### config.mk
export PLATFORM = sky130hd
export DESIGN_NAME = gtu_timer_unit
export DESIGN_NICKNAME = d
export VERILOG_FILES = /design/src/gtu_pkg.sv /design/src/gtu_timer_unit.sv
export SDC_FILE = /design/constraint.sdc
export NUM_CORES = 1
export LEC_CHECK = 0
export BUFFER_PORTS_ARGS = -buffer_cell sky130_fd_sc_hd__buf_2
export CAP_MARGIN = 20
export CORE_ASPECT_RATIO = 1.75
export CORE_MARGIN = 2
export CORE_UTILIZATION = 55
export CTS_CLUSTER_DIAMETER = 30
export DETAILED_ROUTE_END_ITERATION = 7
export GPL_ROUTABILITY_DRIVEN = 1
export GPL_TIMING_DRIVEN = 0
export PLACE_DENSITY = 0.73
export SLEW_MARGIN = 20
export SYNTH_ARGS = -nofsm -noshare
export SYNTH_HDL_FRONTEND = slang
export SYNTH_SLANG_ARGS = --single-unit
### constraint.sdc
create_clock -name aclk -period 6.4 [get_ports aclk]
set_input_delay 0.64 -clock aclk [delete_from_list [all_inputs] [get_ports aclk]]
set_output_delay 0.64 -clock aclk [all_outputs]
set_load 0.02 [all_outputs]
### src/gtu_pkg.sv
// Package for the general timer unit: register map, fields, constants
package gtu_pkg;

  // Register byte offsets
  localparam logic [7:0] OFS_CORE_CTRL   = 8'h00;
  localparam logic [7:0] OFS_AUXA_CTRL   = 8'h04;
  localparam logic [7:0] OFS_AUXB_CTRL   = 8'h08;
  localparam logic [7:0] OFS_SAUX_CTRL   = 8'h0C;
  localparam logic [7:0] OFS_SCORE_CTRL  = 8'h10;
  localparam logic [7:0] OFS_CORE_CNT    = 8'h14;
  localparam logic [7:0] OFS_AUXA_CNT    = 8'h18;
  localparam logic [7:0] OFS_AUXB_CNT    = 8'h1C;
  localparam logic [7:0] OFS_SAUX_CNT    = 8'h20;
  localparam logic [7:0] OFS_SCORE_CNT   = 8'h24;
  localparam logic [7:0] OFS_CAPTURE_RELOAD_REGISTER      = 8'h28;
  localparam logic [7:0] OFS_STATUS      = 8'h2C;

  // Control word fields (per timer)
  localparam int CTL_MODE_LSB  = 0;   // [1:0] mode
  localparam int CTL_RUN_BIT   = 2;   // run enable
  localparam int CTL_DOWN_BIT  = 3;   // software direction: 1 = down
  localparam int CTL_EXTD_BIT  = 4;   // direction from pin
  localparam int CTL_PRE_LSB   = 5;   // [8:5] prescaler exponent
  localparam int CTL_GLVL_BIT  = 9;   // gate level (1 = high)
  localparam int CTL_CHAIN_BIT = 10;  // clock from toggle latch / chain
  localparam int CTL_TOUT_BIT  = 11;  // toggle latch onto pin
  localparam int CTL_CAP_BIT   = 12;  // aux: capture core timer
  localparam int CTL_REL_BIT   = 13;  // aux: reload core timer
  localparam int CTL_RPIN_BIT  = 14;  // reload on pin edge
  localparam int CTL_RTRS_BIT  = 15;  // reload on latch transition
  localparam int CTL_RLVL_BIT  = 16;  // latch transition: 1 = rising
  localparam int CTL_EDG_LSB   = 17;  // [18:17] edge select
  localparam int CTL_CLR_BIT   = 19;  // second aux: clear on capture
  localparam int CTL_CSRC_LSB  = 20;  // [21:20] capture source
  localparam int CTL_CREN_BIT  = 22;  // second core: reload from capreg
  localparam int CTL_WIDTH     = 23;

  // Edge select codes
  localparam logic [1:0] EDG_NONE = 2'h0;
  localparam logic [1:0] EDG_RISE = 2'h1;
  localparam logic [1:0] EDG_FALL = 2'h2;
  localparam logic [1:0] EDG_BOTH = 2'h3;

  // Capture source codes for the capture/reload register
  localparam logic [1:0] CSRC_PIN  = 2'h0;
  localparam logic [1:0] CSRC_CIN  = 2'h1;
  localparam logic [1:0] CSRC_CDIR = 2'h2;
  localparam logic [1:0] CSRC_BOTH = 2'h3;

  // Step pacing in system clocks
  localparam int FIRST_STEP_CYC  = 4;
  localparam int SECOND_STEP_CYC = 2;

  // AXI responses
  localparam logic [1:0] RESP_OKAY   = 2'h0;
  localparam logic [1:0] RESP_SLVERR = 2'h2;

  // Timer modes
  typedef enum logic [1:0] {
    GTU_MODE_TIMER = 2'h0,
    GTU_MODE_GATED = 2'h1,
    GTU_MODE_COUNT = 2'h2,
    GTU_MODE_ENC   = 2'h3
  } gtu_mode_t;

  // External pins of one timer
  typedef struct packed {
    logic cnt;   // count / gate / encoder A
    logic dir;   // direction / encoder B
  } gtu_pins_t;

  // Bus slave state
  typedef enum logic [2:0] {
    GTU_ST_IDLE = 3'b001,
    GTU_ST_WRSP = 3'b010,
    GTU_ST_RRSP = 3'b100
  } gtu_bus_st_t;

endpackage : gtu_pkg

### src/gtu_timer_unit.sv
// General timer unit: five 16-bit timers with AXI4-Lite registers
// What this block does
// - five 16-bit up/down timers: core, two aux, second aux, second core.
// - each aux timer runs alone or chained to the core timer of its module.
// - first-module timers choose timer, gated, counter or encoder mode.
// - timer mode counts system clock through a programmable prescaler.
// - counter mode steps on edges at the timer's input pin.
// - gated mode counts prescaled clocks only while pin at gate level.
// - first-module timers step at most once per 4 clocks.
// - direction comes from a software bit or the direction pin.
// - encoder mode decodes quadrature A/B into count and direction.
// - core timer toggles its latch on each wrap, may drive pin.
// - core toggle latch can clock either auxiliary timer.
// - aux timer as capture or reload register stops counting.
// - capture aux latches core timer on selected input pin edge.
// - reload aux loads core timer on pin edge or latch transition.
// - two reload aux on opposite transitions give free-running PWM.
// - second-module timers step at most once per 2 clocks.
// - second-module timers use prescaler or pins, software or pin direction.
// - second core toggles latch on wrap; latch clocks second aux, pin.
// - second core wrap is offered outward and reloads from capreg.
// - capreg captures second aux on capture pin edge, optional clear.
// - capture trigger may come from core count or direction pin edges.
`timescale 1ns/10ps
`default_nettype none

module gtu_timer_unit
  import gtu_pkg::*;
#(
  parameter int TW = 16,
  parameter int PW = 4
) (
  input  wire logic             aclk,
  input  wire logic             aresetn,
  input  wire logic             clk_en,
  input  wire logic [7:0]       s_axi_awaddr,
  input  wire logic             s_axi_awvalid,
  output logic                  s_axi_awready,
  input  wire logic [31:0]      s_axi_wdata,
  input  wire logic [3:0]       s_axi_wstrb,
  input  wire logic             s_axi_wvalid,
  output logic                  s_axi_wready,
  output logic [1:0]            s_axi_bresp,
  output logic                  s_axi_bvalid,
  input  wire logic             s_axi_bready,
  input  wire logic [7:0]       s_axi_araddr,
  input  wire logic             s_axi_arvalid,
  output logic                  s_axi_arready,
  output logic [31:0]           s_axi_rdata,
  output logic [1:0]            s_axi_rresp,
  output logic                  s_axi_rvalid,
  input  wire logic             s_axi_rready,
  input  wire gtu_pins_t [4:0]  timer_pins,
  input  wire logic             capture_trigger_input,
  output logic                  core_toggle_output,
  output logic                  second_core_toggle_output,
  output logic                  second_core_wrap_pulse
);

  // Timer index map: 0 aux_a, 1 core, 2 aux_b, 3 second aux, 4 second core
  localparam int IA = 0;
  localparam int IC = 1;
  localparam int IB = 2;
  localparam int I5 = 3;
  localparam int I6 = 4;
  localparam int NT = 5;
  localparam logic [TW-1:0] TMAX = {TW{1'b1}};

  initial begin
    if (TW != 16 || PW < 1 || PW > 4) begin
      $error("gtu_timer_unit: unsupported parameters");
    end
  end

  logic [CTL_WIDTH-1:0] ctl_reg [NT];
  logic [TW-1:0]        cnt_reg [NT];
  logic [TW-1:0]        capture_reload_register_reg;
  logic [NT-1:0]        wrap_flag_reg;
  logic                 latch_reg;
  logic                 slatch_reg;

  // Two-stage synchronisers on all pins
  logic [10:0] sync1_reg;
  logic [10:0] sync2_reg;
  logic [10:0] prev_reg;
  logic [10:0] pin_in;
  always_comb begin
    for (int i = 0; i < NT; i++) begin
      pin_in[2*i]   = timer_pins[i].cnt;
      pin_in[2*i+1] = timer_pins[i].dir;
    end
    pin_in[10] = capture_trigger_input;
  end

  always_ff @(posedge aclk) begin
    if (!aresetn) begin
      sync1_reg <= '0;
      sync2_reg <= '0;
      prev_reg  <= '0;
    end else if (clk_en) begin
      sync1_reg <= pin_in;
      sync2_reg <= sync1_reg;
      prev_reg  <= sync2_reg;
    end
  end

  wire [10:0] rise = sync2_reg & ~prev_reg;
  wire [10:0] fall = ~sync2_reg & prev_reg;

  // Edge match for a 2-bit select
  function automatic logic edge_hit(input logic [1:0] sel, input logic r,
                                    input logic f);
    edge_hit = (sel == EDG_RISE && r) || (sel == EDG_FALL && f) ||
               (sel == EDG_BOTH && (r || f));
  endfunction : edge_hit

  // Step pacing dividers: first module every 4, second every 2 clocks
  logic [1:0]    pace1_reg;
  logic          pace2_reg;
  logic [15:0]   pre_reg;
  always_ff @(posedge aclk) begin
    if (!aresetn) begin
      pace1_reg <= '0;
      pace2_reg <= 1'b0;
      pre_reg   <= '0;
    end else if (clk_en) begin
      pace1_reg <= (pace1_reg == 2'(FIRST_STEP_CYC - 1)) ? 2'h0
                   : pace1_reg + 2'h1;
      pace2_reg <= ~pace2_reg;
      pre_reg   <= pre_reg + 16'h1;
    end
  end
  wire tick1 = (pace1_reg == 2'(FIRST_STEP_CYC - 1));
  wire tick2 = pace2_reg;

  // Pending input events held until the next pacing slot
  logic [NT-1:0] pend_reg;

  // Per-timer step and direction
  logic [NT-1:0] step;
  logic [NT-1:0] down;
  logic [NT-1:0] ev_now;
  logic [NT-1:0] wrap;
  logic          core_enc_cnt;
  logic          core_enc_down;
  logic          latch_tr;
  logic          slatch_tr;

  always_comb begin
    step = '0;
    down = '0;
    ev_now = '0;
    core_enc_cnt = 1'b0;
    core_enc_down = 1'b0;
    for (int i = 0; i < NT; i++) begin
      logic [CTL_WIDTH-1:0] c;
      logic psel;
      logic slot;
      logic pc;
      logic pd;
      logic enc_any;
      c = ctl_reg[i];
      slot = (i >= I5) ? tick2 : tick1;
      // One slot every 2^n clocks; a mask keeps the select width fixed
      psel = (pre_reg & ((16'h1 << c[CTL_PRE_LSB +: 4]) - 16'h1))
             == 16'h0;
      pc = sync2_reg[2*i];
      pd = sync2_reg[2*i+1];
      enc_any = rise[2*i] | fall[2*i] | rise[2*i+1] | fall[2*i+1];
      // Direction: software bit or pin level
      down[i] = c[CTL_EXTD_BIT] ? (pd ^ c[CTL_DOWN_BIT])
                : c[CTL_DOWN_BIT];
      if (c[CTL_CHAIN_BIT] && i != IC && i != I6) begin
        // Clocked by the core or second core toggle latch
        ev_now[i] = (i == I5) ? slatch_tr : latch_tr;
      end else if (i == I6 || i == I5) begin
        ev_now[i] = (c[CTL_MODE_LSB +: 2] == GTU_MODE_COUNT)
                    ? edge_hit(c[CTL_EDG_LSB +: 2], rise[2*i], fall[2*i])
                    : psel;
      end else begin
        unique case (gtu_mode_t'(c[CTL_MODE_LSB +: 2]))
          GTU_MODE_TIMER: ev_now[i] = psel;
          GTU_MODE_GATED: ev_now[i] = psel &&
                           (pc == c[CTL_GLVL_BIT]);
          GTU_MODE_COUNT: ev_now[i] = edge_hit(c[CTL_EDG_LSB +: 2],
                           rise[2*i], fall[2*i]);
          GTU_MODE_ENC: begin
            ev_now[i] = enc_any;
            // A edge: down when A==B after edge; B edge: down when A!=B
            down[i] = (rise[2*i] | fall[2*i]) ? (pc == pd) : (pc != pd);
          end
        endcase
      end
      if (i == IC) begin
        core_enc_cnt  = ev_now[i];
        core_enc_down = down[i];
      end
      // Capture or reload aux does not count
      if ((i == IA || i == IB) &&
          (c[CTL_CAP_BIT] || c[CTL_REL_BIT])) begin
        ev_now[i] = 1'b0;
      end
      if (c[CTL_RUN_BIT] && (ev_now[i] || pend_reg[i]) && slot) begin
        step[i] = 1'b1;
      end
    end
  end

  // Keep events that land between pacing slots
  always_ff @(posedge aclk) begin
    if (!aresetn) begin
      pend_reg <= '0;
    end else if (clk_en) begin
      for (int i = 0; i < NT; i++) begin
        // A stopped timer must not bank events for its next start
        pend_reg[i] <= (step[i] || !ctl_reg[i][CTL_RUN_BIT]) ? 1'b0
                       : (pend_reg[i] | ev_now[i]);
      end
    end
  end

  // Wrap detection on each step
  always_comb begin
    for (int i = 0; i < NT; i++) begin
      wrap[i] = step[i] && (down[i] ? (cnt_reg[i] == '0)
                                    : (cnt_reg[i] == TMAX));
    end
  end

  // Latch transitions one cycle after a wrap
  logic latch_d_reg;
  logic slatch_d_reg;
  always_ff @(posedge aclk) begin
    if (!aresetn) begin
      latch_reg    <= 1'b0;
      slatch_reg   <= 1'b0;
      latch_d_reg  <= 1'b0;
      slatch_d_reg <= 1'b0;
    end else if (clk_en) begin
      if (wrap[IC]) latch_reg <= ~latch_reg;
      if (wrap[I6]) slatch_reg <= ~slatch_reg;
      latch_d_reg  <= latch_reg;
      slatch_d_reg <= slatch_reg;
    end
  end
  assign latch_tr  = latch_reg ^ latch_d_reg;
  assign slatch_tr = slatch_reg ^ slatch_d_reg;
  wire latch_rise = latch_tr & latch_reg;

  // Capture and reload triggers
  logic cap_a;
  logic cap_b;
  logic rel_a;
  logic rel_b;
  logic cap_s;
  always_comb begin
    logic [CTL_WIDTH-1:0] ca;
    logic [CTL_WIDTH-1:0] cb;
    logic [CTL_WIDTH-1:0] cs;
    logic trs_a;
    logic trs_b;
    ca = ctl_reg[IA];
    cb = ctl_reg[IB];
    cs = ctl_reg[I5];
    trs_a = latch_tr && (latch_rise == ca[CTL_RLVL_BIT]);
    trs_b = latch_tr && (latch_rise == cb[CTL_RLVL_BIT]);
    cap_a = ca[CTL_CAP_BIT] &&
            edge_hit(ca[CTL_EDG_LSB +: 2], rise[2*IA], fall[2*IA]);
    cap_b = cb[CTL_CAP_BIT] &&
            edge_hit(cb[CTL_EDG_LSB +: 2], rise[2*IB], fall[2*IB]);
    rel_a = ca[CTL_REL_BIT] && ((ca[CTL_RPIN_BIT] &&
            edge_hit(ca[CTL_EDG_LSB +: 2], rise[2*IA], fall[2*IA])) ||
            (ca[CTL_RTRS_BIT] && trs_a));
    rel_b = cb[CTL_REL_BIT] && ((cb[CTL_RPIN_BIT] &&
            edge_hit(cb[CTL_EDG_LSB +: 2], rise[2*IB], fall[2*IB])) ||
            (cb[CTL_RTRS_BIT] && trs_b));
    unique case (cs[CTL_CSRC_LSB +: 2])
      CSRC_PIN:  cap_s = edge_hit(cs[CTL_EDG_LSB +: 2], rise[10],
                                  fall[10]);
      CSRC_CIN:  cap_s = rise[2*IC] | fall[2*IC];
      CSRC_CDIR: cap_s = rise[2*IC+1] | fall[2*IC+1];
      CSRC_BOTH: cap_s = rise[2*IC] | fall[2*IC] |
                         rise[2*IC+1] | fall[2*IC+1];
    endcase
  end

  // Bus write decode
  logic          wr_fire;
  logic [7:0]    wr_addr_reg;
  logic [31:0]   wr_data_reg;
  logic          aw_got_reg;
  logic          w_got_reg;

  // Timer counters, capture and reload
  always_ff @(posedge aclk) begin
    if (!aresetn) begin
      for (int i = 0; i < NT; i++) cnt_reg[i] <= '0;
      capture_reload_register_reg <= '0;
    end else if (clk_en) begin
      for (int i = 0; i < NT; i++) begin
        if (step[i]) begin
          cnt_reg[i] <= down[i] ? cnt_reg[i] - 16'h1
                                : cnt_reg[i] + 16'h1;
        end
      end
      if (cap_a) cnt_reg[IA] <= cnt_reg[IC];
      if (cap_b) cnt_reg[IB] <= cnt_reg[IC];
      if (rel_a) cnt_reg[IC] <= cnt_reg[IA];
      else if (rel_b) cnt_reg[IC] <= cnt_reg[IB];
      if (wrap[I6] && ctl_reg[I6][CTL_CREN_BIT]) begin
        cnt_reg[I6] <= capture_reload_register_reg;
      end
      if (cap_s) begin
        capture_reload_register_reg <= cnt_reg[I5];
        if (ctl_reg[I5][CTL_CLR_BIT]) cnt_reg[I5] <= '0;
      end
      if (wr_fire) begin
        for (int i = 0; i < NT; i++) begin
          if (wr_addr_reg == OFS_CORE_CNT + 8'(4 * i)) begin
            cnt_reg[i == 0 ? IC : i == 1 ? IA : i] <= wr_data_reg[TW-1:0];
          end
        end
        if (wr_addr_reg == OFS_CAPTURE_RELOAD_REGISTER) capture_reload_register_reg <= wr_data_reg[TW-1:0];
      end
    end
  end

  // Sticky wrap flags, set beats write-one-to-clear
  always_ff @(posedge aclk) begin
    if (!aresetn) begin
      wrap_flag_reg <= '0;
    end else if (clk_en) begin
      for (int i = 0; i < NT; i++) begin
        if (wrap[i]) wrap_flag_reg[i] <= 1'b1;
        else if (wr_fire && wr_addr_reg == OFS_STATUS &&
                 wr_data_reg[i]) wrap_flag_reg[i] <= 1'b0;
      end
    end
  end

  // Control registers
  always_ff @(posedge aclk) begin
    if (!aresetn) begin
      for (int i = 0; i < NT; i++) ctl_reg[i] <= '0;
    end else if (clk_en && wr_fire) begin
      if (wr_addr_reg == OFS_CORE_CTRL)  ctl_reg[IC] <= wr_data_reg[CTL_WIDTH-1:0];
      if (wr_addr_reg == OFS_AUXA_CTRL)  ctl_reg[IA] <= wr_data_reg[CTL_WIDTH-1:0];
      if (wr_addr_reg == OFS_AUXB_CTRL)  ctl_reg[IB] <= wr_data_reg[CTL_WIDTH-1:0];
      if (wr_addr_reg == OFS_SAUX_CTRL)  ctl_reg[I5] <= wr_data_reg[CTL_WIDTH-1:0];
      if (wr_addr_reg == OFS_SCORE_CTRL) ctl_reg[I6] <= wr_data_reg[CTL_WIDTH-1:0];
    end
  end

  // Outputs to pins, registered
  always_ff @(posedge aclk) begin
    if (!aresetn) begin
      core_toggle_output        <= 1'b0;
      second_core_toggle_output <= 1'b0;
      second_core_wrap_pulse    <= 1'b0;
    end else if (clk_en) begin
      core_toggle_output <= ctl_reg[IC][CTL_TOUT_BIT] & latch_reg;
      second_core_toggle_output <= ctl_reg[I6][CTL_TOUT_BIT]
                                   & slatch_reg;
      second_core_wrap_pulse <= wrap[I6];
    end
  end

  // AXI4-Lite slave: address and data taken in either order
  gtu_bus_st_t st_reg;
  logic [1:0]  bresp_reg;
  assign s_axi_awready = (st_reg == GTU_ST_IDLE) && !aw_got_reg;
  assign s_axi_wready  = (st_reg == GTU_ST_IDLE) && !w_got_reg;
  assign s_axi_arready = (st_reg == GTU_ST_IDLE) && !aw_got_reg && !w_got_reg;
  assign s_axi_bvalid  = (st_reg == GTU_ST_WRSP);
  assign s_axi_rvalid  = (st_reg == GTU_ST_RRSP);
  assign s_axi_bresp   = bresp_reg;
  assign wr_fire       = (st_reg == GTU_ST_IDLE) && aw_got_reg && w_got_reg;

  function automatic logic mapped(input logic [7:0] a);
    mapped = (a[1:0] == 2'h0) && (a <= OFS_STATUS);
  endfunction : mapped

  always_ff @(posedge aclk) begin
    if (!aresetn) begin
      st_reg      <= GTU_ST_IDLE;
      aw_got_reg  <= 1'b0;
      w_got_reg   <= 1'b0;
      wr_addr_reg <= '0;
      wr_data_reg <= '0;
      bresp_reg   <= RESP_OKAY;
      s_axi_rdata <= '0;
      s_axi_rresp <= RESP_OKAY;
    end else if (clk_en) begin
      unique case (st_reg)
        GTU_ST_IDLE: begin
          if (s_axi_awvalid && s_axi_awready) begin
            aw_got_reg  <= 1'b1;
            wr_addr_reg <= s_axi_awaddr;
          end
          if (s_axi_wvalid && s_axi_wready) begin
            w_got_reg   <= 1'b1;
            wr_data_reg <= s_axi_wdata;
          end
          if (wr_fire) begin
            aw_got_reg <= 1'b0;
            w_got_reg  <= 1'b0;
            bresp_reg  <= mapped(wr_addr_reg) ? RESP_OKAY : RESP_SLVERR;
            st_reg     <= GTU_ST_WRSP;
          end else if (s_axi_arvalid && s_axi_arready) begin
            s_axi_rresp <= mapped(s_axi_araddr) ? RESP_OKAY : RESP_SLVERR;
            s_axi_rdata <= '0;
            unique case (s_axi_araddr)
              OFS_CORE_CTRL:  s_axi_rdata <= 32'(ctl_reg[IC]);
              OFS_AUXA_CTRL:  s_axi_rdata <= 32'(ctl_reg[IA]);
              OFS_AUXB_CTRL:  s_axi_rdata <= 32'(ctl_reg[IB]);
              OFS_SAUX_CTRL:  s_axi_rdata <= 32'(ctl_reg[I5]);
              OFS_SCORE_CTRL: s_axi_rdata <= 32'(ctl_reg[I6]);
              OFS_CORE_CNT:   s_axi_rdata <= 32'(cnt_reg[IC]);
              OFS_AUXA_CNT:   s_axi_rdata <= 32'(cnt_reg[IA]);
              OFS_AUXB_CNT:   s_axi_rdata <= 32'(cnt_reg[IB]);
              OFS_SAUX_CNT:   s_axi_rdata <= 32'(cnt_reg[I5]);
              OFS_SCORE_CNT:  s_axi_rdata <= 32'(cnt_reg[I6]);
              OFS_CAPTURE_RELOAD_REGISTER:     s_axi_rdata <= 32'(capture_reload_register_reg);
              OFS_STATUS:     s_axi_rdata <= 32'({slatch_reg, latch_reg,
                                                  wrap_flag_reg});
              default:        s_axi_rdata <= '0;
            endcase
            st_reg <= GTU_ST_RRSP;
          end
        end
        GTU_ST_WRSP: if (s_axi_bready) st_reg <= GTU_ST_IDLE;
        GTU_ST_RRSP: if (s_axi_rready) st_reg <= GTU_ST_IDLE;
        default: st_reg <= GTU_ST_IDLE;
      endcase
    end
  end

  wire unused_ok = &{1'b0, s_axi_wstrb, core_enc_cnt, core_enc_down};

endmodule : gtu_timer_unit

`default_nettype wire

## Yosys cells after proc, flatten, opt, wreduce, memory -nomap -nowiden

Memories as Yosys holds them, arrays and structs flattened.
Cells that the tools add are included.

- Flip-flop bits (word level): 157
- Memory bits (writable): 195
- Input port bits: 71
- Output and inout port bits: 44
- Memories kept: 2

- Add/subtract/negate cells: 17
- $lt $le $gt $ge: 2
- Equal/unequal tests: 74
- Shift operators: 5
- Muxes and demuxes: 183
- Bitwise gates (word level): 59
- Reduce and logical (&&, ||, !) cells: 142

Memory list:

| name | depth | width | rd ports | clocked after memory_dff | wr ports | line | source |
|---|---|---|---|---|---|---|---|
| ctl_reg | 5 | 23 | 5 | 0 | 5 | gtu_timer_unit.sv:75 | `logic [CTL_WIDTH-1:0] ctl_reg [NT];` |
| cnt_reg | 5 | 16 | 5 | 0 | 5 | gtu_timer_unit.sv:76 | `logic [TW-1:0] cnt_reg [NT];` |

Operators with widths:

| operator | count |
|---|---|
| $mux W16 | 24 |
| $pmux W23 S12 | 1 |
| $logic_not A16 Y1 | 10 |
| $sub A16 B1 Y16 const B | 10 |
| $mux W1 | 141 |
| $mux W23 | 5 |
| $add A16 B1 Y16 const B | 6 |
| $and A16 B16 Y16 | 5 |
| $eq A16 B16 Y1 const B | 5 |
| $shl A1 B4 Y16 const A | 5 |
| $eq A8 B5 Y1 const B | 8 |
| $eq A8 B6 Y1 const B | 8 |
| $logic_and A1 B1 Y1 | 64 |
| $eq A2 B2 Y1 const B | 21 |
| $or A1 B1 Y1 | 36 |
| $eq A8 B4 Y1 const B | 4 |
| $logic_or A1 B1 Y1 | 32 |
| $and A11 B11 Y11 | 2 |
| $not A11 Y11 | 2 |
| $eq A2 B1 Y1 const B | 9 |
| $eq A8 B3 Y1 const B | 2 |
| $le A8 B6 Y1 const B | 2 |
| $logic_not A8 Y1 | 2 |
| $pmux W1 S4 | 4 |
| 20 further kinds | 74 |

## Logic depth before layout (Yosys ltp)

Gate-level depths: netlist of run 1.
An unclocked memory read counts as a cell.

- Word-level depth: 20
- Gate-level depth with buffers: 19

## Least setup slack after synthesis of run 1

OpenSTA, ideal clock, no wires.

- Kind: reg-to-reg
- Start point: register sync2_reg[2]
- End point: memory cnt_reg[1][15], data pin
- Setup time: 266 ps
- Arrival: 4233 ps
- Required time: 6134 ps
- Slack: 1902 ps
- Cell stages (with the launch flop): 17
- Buffers on the path: 0
- Cells stage by stage: dfxtp_1 -> inv_1 -> ha_1 -> xor2_1 -> a311oi_1 -> a21oi_1 -> a21oi_1 -> ha_1 -> o21a_1 -> o21a_1 -> a2111o_1 -> a31oi_1 -> nor2b_1 -> o21a_1 -> o41ai_1 -> xnor2_1 -> o31ai_1

RTL lines:

| item | line | source |
|---|---|---|
| start, declared | gtu_timer_unit.sv:84 | `logic [10:0] sync2_reg;` |
| start signal, assigned | gtu_timer_unit.sv:102 | `sync2_reg <= sync1_reg;` |
| end, declared | gtu_timer_unit.sv:76 |  |

==> results.md, run 1 <==
- CTS max path bufs: 3
- CTS sink cnt: 338
- Gp weighted congestion: 1.05
- Largest net degree at the start of global routing: 18
- Initial Util: 55.6%
- Part of the Yosys area used for sequential elements: 40.8%
- Global route overflow: 0
- Switch Pwr: 0.00194 W
- Number of flip-flops in the largest register: 115
- Max stage delay on crit path: 0.51 ns
- Post-Route Setup TNS: 0 ns
- Iteration-0 DRC Markers: 2,132
- Asr flop ratio synth: 0%
- Vias per cell: 6.88
- Worst skew pair latency: 0.63 ns
- Detail Route Antenna Nets: 0
- CTS H-Tree Depth: 2
- Tightest Pin Transition: 1.14 ns
- CP Class: reg -> reg
- R2R depth: 18
- Area leader, netlist: edfxtp_1
- Clock transition at path regs: 0.06 ns
- Fillers: 3,189
- Top cells by count, synth: edfxtp_1, nand2_1, a21oi_1
- Hold Crit Class: in -> reg
- Core area: 38,400 um2
- Drt pass-1 iters: 7
- Final Net Count: 2,676
- Post-Synthesis Cell Area: 21,400 um2
- GRT busiest layer: met2
- CP endpoint kind: register
- # hold bufs at CTS: 0
- I/O Buffers: 90
- Die W: 153 um
- Initial antenna violation count: 5
- # Post-CTS Setup Buffers: 0
- Critical path cell sequence: inv_1, ha_1, xor2_1, nor2_1, a31oi_1, a21oi_1, a21oi_2, buf_6, ha_1, a21oi_1, o2111ai_1, a2111o_1, a31oi_1, nor2b_1, o21a_1, o41ai_1, xnor2_1, o31ai_1
- Dominant cells by area after synthesis: edfxtp_1, dfxtp_1, ha_1
- WL/cell: 30.1 um
- R2r setup slk: 1.58 ns
- Startpoint Class: register
- Min-Delay Startpoint: s_axi_wdata[1]
- Die height: 265 um
- Max cap viols: 0
- Net Sw Frac: 29.6%
- Met3 Use GR: 9.27%
- CTS buffer count: 56
- Most used DFF post-synth: edfxtp_1
- Final Hold Viols: 0
- CTS tree: built
- Crit Path Max Fanout: 11
- Final hold slack: 0.269 ns
- Peak VDD IR: 261 uV
- Rows: 95
- Util after Layout: 64.5%
- Min cycle time layout: 4.82 ns
- First-pass GRT wire length: 131,000 um
- Met2 usage: 72.1%
- Hold path depth: 3
- Logic gate share of total power: 11.8%
- Fin crit share: 75.3%
- Fmax: 0.208 GHz
- Hpwl dp: 67,700 um
- CP delay by family, top: compound AO/OA/AOI/OAI gates
- Min-Delay Endpoint: wr_data_reg[1]$_SDFFE_PN0P_
- Crit path depth: 18
- RSZ-0062 raised after global routing: no
- Clk pwr share: 48.9%
- Power Density: 264 nW/um2
- Synthesized flop and latch total: 338
- Max Slew Vio Count: 0
- Buf+Inv Stages, Crit Path: 2
- GRT met1 Usage: 46.3%
- Cell variety after synth: 88
- CTS resizes: 0
- Leakage: 9.52 nW
- Avg Cell Area, Syn: 9.13 um2
- Layout cell share with drive strength beyond 1: 11.5%
- Via count: 20,951
- Post-route DRC: 0
- Data required, critical path: 6.75 ns
- Cell with the most instances after synthesis: edfxtp_1
- All-layer global routing usage: 44.2%
- Part of the power in registers: 39.3%
- Root Driver: clkbuf_16
- Reg2reg end: cnt_reg[1][15]$_DFFE_PP_
- Worst relative slew slack: 21.7%
- Total Wirelength: 91,700 um
- DIE AREA: 40,500 um2
- I/O pin count: 115
- Area grow syn2layout: 15.9%
- Synth Instances: 2,339
- Number of global-route vias before repair: 20,508
- Slowest-stage cell, CP: dfxtp_1
- Post-synth EDFFs: 195
- Status: finished, final reports clean
- RR Startpoint: sync2_reg[2]$_SDFFE_PN0P_
- Setup Viol. Count Final: 0
- Post-route clock skew: 0.0381 ns
- Synthesis warning total: 0
- Internal: 0.00461 W
- Yosys top cell area share: 27.4%
- Crit path DAT: 5.17 ns
==> layer usage <==
metal / routed length, um / vias to the layer above
li1: - / 9098
met1: 29100 / 9918
met2: 42500 / 1387
met3: 8850 / 542
met4: 11100 / 6
met5: 36 / -
==> per-stage QoR <==
step	total power, W	cells	instance area (um2)	worst slack, ns
after floorplan	0.00302	2349	21400	1.90
after global placement	0.00331	2924	22500	0.502
after detailed placement	0.00334	2934	22700	1.79
after CTS	0.00649	3040	24700	1.74
after global routing	0.00666	3041	24700	1.27
final	0.00654	3047	24800	1.58
==> worst max-delay path by stage <==
| stage | startpoint | to | slack, ns |
|---|---|---|---|
| 3_5_place_dp | sync2_reg[2]$_SDFFE_PN0P_ | cnt_reg[1][15]$_DFFE_PP_ | 1.79 |
| 4_1_cts | sync2_reg[2]$_SDFFE_PN0P_ | cnt_reg[1][15]$_DFFE_PP_ | 1.74 |
| 5_1_grt | sync2_reg[2]$_SDFFE_PN0P_ | cnt_reg[1][15]$_DFFE_PP_ | 1.27 |
| 6_report | sync2_reg[2]$_SDFFE_PN0P_ | cnt_reg[1][15]$_DFFE_PP_ | 1.58 |
| 2_1_floorplan | sync2_reg[2]$_SDFFE_PN0P_ | cnt_reg[1][15]$_DFFE_PP_ | 1.90 |
| 3_3_place_gp | clk_en | ctl_reg[0][97]$_DFFE_PP_ | 0.50 |
==> power by group through the flow <==
stage	logic, W	clock network, W	registers, W
floorplan	0.000499	0	0.00252
global placement	0.000712	0	0.00260
finish	0.000773	0.00320	0.00257
CTS	0.000755	0.00318	0.00255
detailed placement	0.000750	0	0.00259
global route	0.000833	0.00327	0.00256
==> layout by cell type, fill, tap and decap left out, types with 12 or more instances in the layout <==
master,synthesis,routed
or3_1,32,32
clkbuf_1,108,110
xnor2_1,58,58
o21ai_1,13,14
nand4_1,41,41
nand2b_1,23,23
nor3_1,49,48
and2_1,48,48
nand3_1,52,52
nor4_1,30,30
inv_1,66,66
nand2_1,191,191
o31ai_1,13,12
a21oi_1,190,189
edfxtp_1,195,195
buf_2,22,113
nor2_1,162,160
a21boi_0,34,34
ha_1,92,92
mux2i_1,79,79
xor2_1,41,40
clkbuf_16,0,56
a31oi_1,36,36
buf_4,14,15
o21a_1,16,16
dfxtp_1,143,143
and3_1,27,27
a221oi_1,13,13
nand3b_1,15,15
o21ai_0,143,138
o211ai_1,39,39
o211ai_2,14,14
a22oi_1,64,64
o22ai_1,12,12
nor2b_1,72,72
a21o_1,15,15
==> cells by family after synthesis <==
group                    count (synthesis)  share of synthesized area [%]
AO/OA/AOI/OAI                          714                           22.1
buffers and inverters                  223                           4.54
flip-flops                             338                           40.8
other                                    1                         0.0176
XOR/XNOR                                99                           4.06
adder cells (fa/ha/maj)                 97                           5.86
multiplexers                            84                           3.96
AND/OR/NAND/NOR                        783                           18.6
==> worst register-to-register path, stage by stage (launching register included) <==
cell       delay [ns]
dfxtp_1          0.51
inv_1            0.08
ha_1             0.36
xor2_1           0.32
nor2_1           0.07
a31oi_1          0.14
a21oi_1          0.10
a21oi_2          0.45
buf_6            0.24
ha_1             0.24
a21oi_1          0.25
o2111ai_1        0.21
a2111o_1         0.40
a31oi_1          0.27
nor2b_1          0.08
o21a_1           0.19
o41ai_1          0.38
xnor2_1          0.18
o31ai_1          0.08
==> cell type report <==
type                    instances  area (um2)  area share [%]
plain buffers                 157         723            2.92
multi-input cells            1788       11800            47.7
clock inverters                46         582            2.35
inverters                      66         248            1.00
repair buffers                101         641            2.59
clock buffers                  60        1430            5.76
well taps                     485         607            2.45
flip-flops and latches        338        8720            35.2
diodes                          6        15.0          0.0606
Note: power is estimated with default switching activity, not from simulation.
==> run 2, diff against run 1 <==
clock period = 5.01 ns   (was 6.4 ns; I/O delays follow)
==> results.md, run 2 (synthesis results as in run 1) <==
- Root Driver: clkbuf_16
- First-pass GRT wire length: 131,000 um (unchanged)
- Setup Viol. Count Final: 0 (unchanged)
- Core area: 38,400 um2 (unchanged)
- I/O Buffers: 90 (unchanged)
- Min cycle time layout: 4.68 ns (-0.140 ns)
- R2R depth: 11 (-7)
- CTS buffer count: 56 (unchanged)
- Hold Crit Class: in -> reg
- Hpwl dp: 67,700 um (unchanged)
- I/O pin count: 115 (unchanged)
- CP Class: reg -> reg
- Final Net Count: 2,676 (unchanged)
- Initial antenna violation count: 5 (unchanged)
- Drt pass-1 iters: 6 (-1)
- Place WS: 0.402 ns (-1.39 ns)
- Peak VDD IR: 330 uV (+26%)
- Min-Delay Endpoint: wr_data_reg[1]$_SDFFE_PN0P_
- Data required, critical path: 5.46 ns (-1.29 ns)
- CTS sink cnt: 338 (unchanged)
- WL/cell: 30.1 um (+0.22%)
- Max cap viols: 0 (unchanged)
- Most common cell after layout, fill and taps aside: edfxtp_1
- RR Startpoint: latch_reg$_SDFFE_PN0P_
- Fin crit share: 93.4% (+18 points)
- CP endpoint kind: register
- Area grow syn2layout: 15.9% (about the same)
- Max stage delay on crit path: 1.00 ns (+0.49 ns)
- Slowest-stage cell, CP: a2111oi_1
- Die W: 153 um (unchanged)
- CTS max path bufs: 3 (unchanged)
- Min-Delay Startpoint: s_axi_wdata[1]
- RSZ-0062 raised after global routing: no
- Final WS setup: 0.333 ns (-1.25 ns)
- Via count: 21,027 (+0.36%)
- Fillers: 3,190 (+0.031%)
- Worst skew pair latency: 0.63 ns (about the same)
- Fmax: 0.214 GHz (+3.0%)
- Most frequent cells in the layout: edfxtp_1, nand2_1, a21oi_1, nor2_1, dfxtp_1
- Worst relative slew slack: 20.6% (-1.1 points)
- Detail Route Antenna Nets: 0 (unchanged)
- Crit Path Max Fanout: 10 (-1)
- Post-Route Setup TNS: 0 ns (unchanged)
- Tightest Pin Transition: 1.16 ns (+0.0160 ns)
- Die height: 265 um (unchanged)
- Clock transition at path regs: 0.06 ns (about the same)
- R2r setup slk: 0.33 ns (-1.25 ns)
- Layout cell share with drive strength beyond 1: 11.5% (unchanged)
- Number of flip-flops in the largest register: 115 (unchanged)
- Gp weighted congestion: 1.05 (unchanged)
- Max Slew Vio Count: 0 (unchanged)
- Rows: 95 (unchanged)
- Iteration-0 DRC Markers: 2,138 (+0.28%)
- Global route overflow: 0 (unchanged)
- Status: finished, final reports clean
- Number of global-route vias before repair: 20,508 (unchanged)
- Total Wirelength: 91,800 um (+0.16%)
- Hold path depth: 3 (unchanged)
- Critical path cell sequence: ha_1, a2111oi_1, and3_1, nand4_1, o31ai_1, or2_0, a221o_1, buf_6, buf_2, o211ai_1, a21oi_1
- Final Hold Viols: 0 (unchanged)
- Reg2reg end: cnt_reg[2][3]$_DFFE_PP_
- Initial Util: 55.6% (unchanged)
- Vias per cell: 6.91 (+0.43%)
- DIE AREA: 40,500 um2 (unchanged)
- Leakage: 9.52 nW (about the same)
- Startpoint Class: register
- Largest net degree at the start of global routing: 18 (unchanged)
- Crit path DAT: 5.13 ns (-0.04 ns)
- CTS tree: built
- Power Density: 337 nW/um2 (+28%)
- Placed cell area: 22,700 um2 (unchanged)
- Post-route clock skew: 0.0372 ns (-0.000883 ns)
- All-layer global routing usage: 44.2% (unchanged)
- Post-route DRC: 0 (unchanged)
- CTS H-Tree Depth: 2 (unchanged)
- Cell area after layout: 24,800 um2 (about the same)
[run 2: cell types whose count changed in the layout (fill, tap and decap cells not counted), sizes merged]
cell	delta
diode	-2
[run 2: layout make-up]
type | count | area [um2] | area share [%]
Buffer | 157 | 723 | 2.92
Tap cell | 485 | 607 | 2.45
Sequential cell | 338 | 8720 | 35.2
Clock inverter | 46 | 582 | 2.35
Clock buffer | 60 | 1430 | 5.76
Multi-Input combinational cell | 1788 | 11800 | 47.7
Antenna cell | 4 | 10.0 | 0.0404
Inverter | 66 | 248 | 1.00
Timing Repair Buffer | 101 | 641 | 2.59
[run 2: repair_timing]
item                                    in CTS  in global routing
hold buffers                                 0                  0
setup buffers                                0                  0
endpoints found under the setup margin       0                  1
resized for setup                            0                  1
[run 2: how the worst max path moves through the flow]
stage | start | endpoint | slack [ns] | cells after the start
finish | latch_reg$_SDFFE_PN0P_ | cnt_reg[2][3]$_DFFE_PP_ | 0.33 | 11
global route | sync2_reg[2]$_SDFFE_PN0P_ | cnt_reg[1][15]$_DFFE_PP_ | 0.004 | 18
CTS | sync2_reg[2]$_SDFFE_PN0P_ | cnt_reg[1][15]$_DFFE_PP_ | 0.35 | 18
detailed placement | sync2_reg[2]$_SDFFE_PN0P_ | cnt_reg[1][15]$_DFFE_PP_ | 0.40 | 18
global placement | clk_en | ctl_reg[0][97]$_DFFE_PP_ | -0.75 | 5
floorplan | sync2_reg[2]$_SDFFE_PN0P_ | cnt_reg[1][15]$_DFFE_PP_ | 0.51 | 16
[run 2: metrics by stage]
step	total power [W]	utilization, %	instances	hold slack [ns]
3_3_place_gp	0.00422	58.5	2924	0.448
4_1_cts	0.00829	64.4	3040	0.124
2_1_floorplan	0.00386	-	2349	0.439
5_1_grt	0.00851	64.5	3041	0.141
6_report	0.00835	64.5	3045	0.132
3_5_place_dp	0.00427	59.2	2934	0.456
[run 2: report_power, final]
group | switching [W] | internal, W
combinational | 0.000620 | 0.000369
clock | 0.00163 | 0.00246
sequential | 0.000222 | 0.00306
total | 0.00247 | 0.00588
[run 2: critical path: cells and delay by family, from the launching register on]
| family | cells | cell delay [ns] |
|---|---|---|
| AND/OR/NAND/NOR | 3 | 0.62 |
| AO/OA/AOI/OAI | 5 | 2.56 |
| flip-flops | 1 | 0.43 |
| adder cells (fa/ha/maj) | 1 | 0.34 |
| buffers and inverters | 2 | 0.54 |
[run 2: metal layers]
layer	routed length, um	GRT usage [%]	part of all wire [%]
met1	29500	46.3	32
met2	42300	72.1	46
met3	8620	9.27	9.4
met4	11400	44.2	12
met5	36	0	0.039
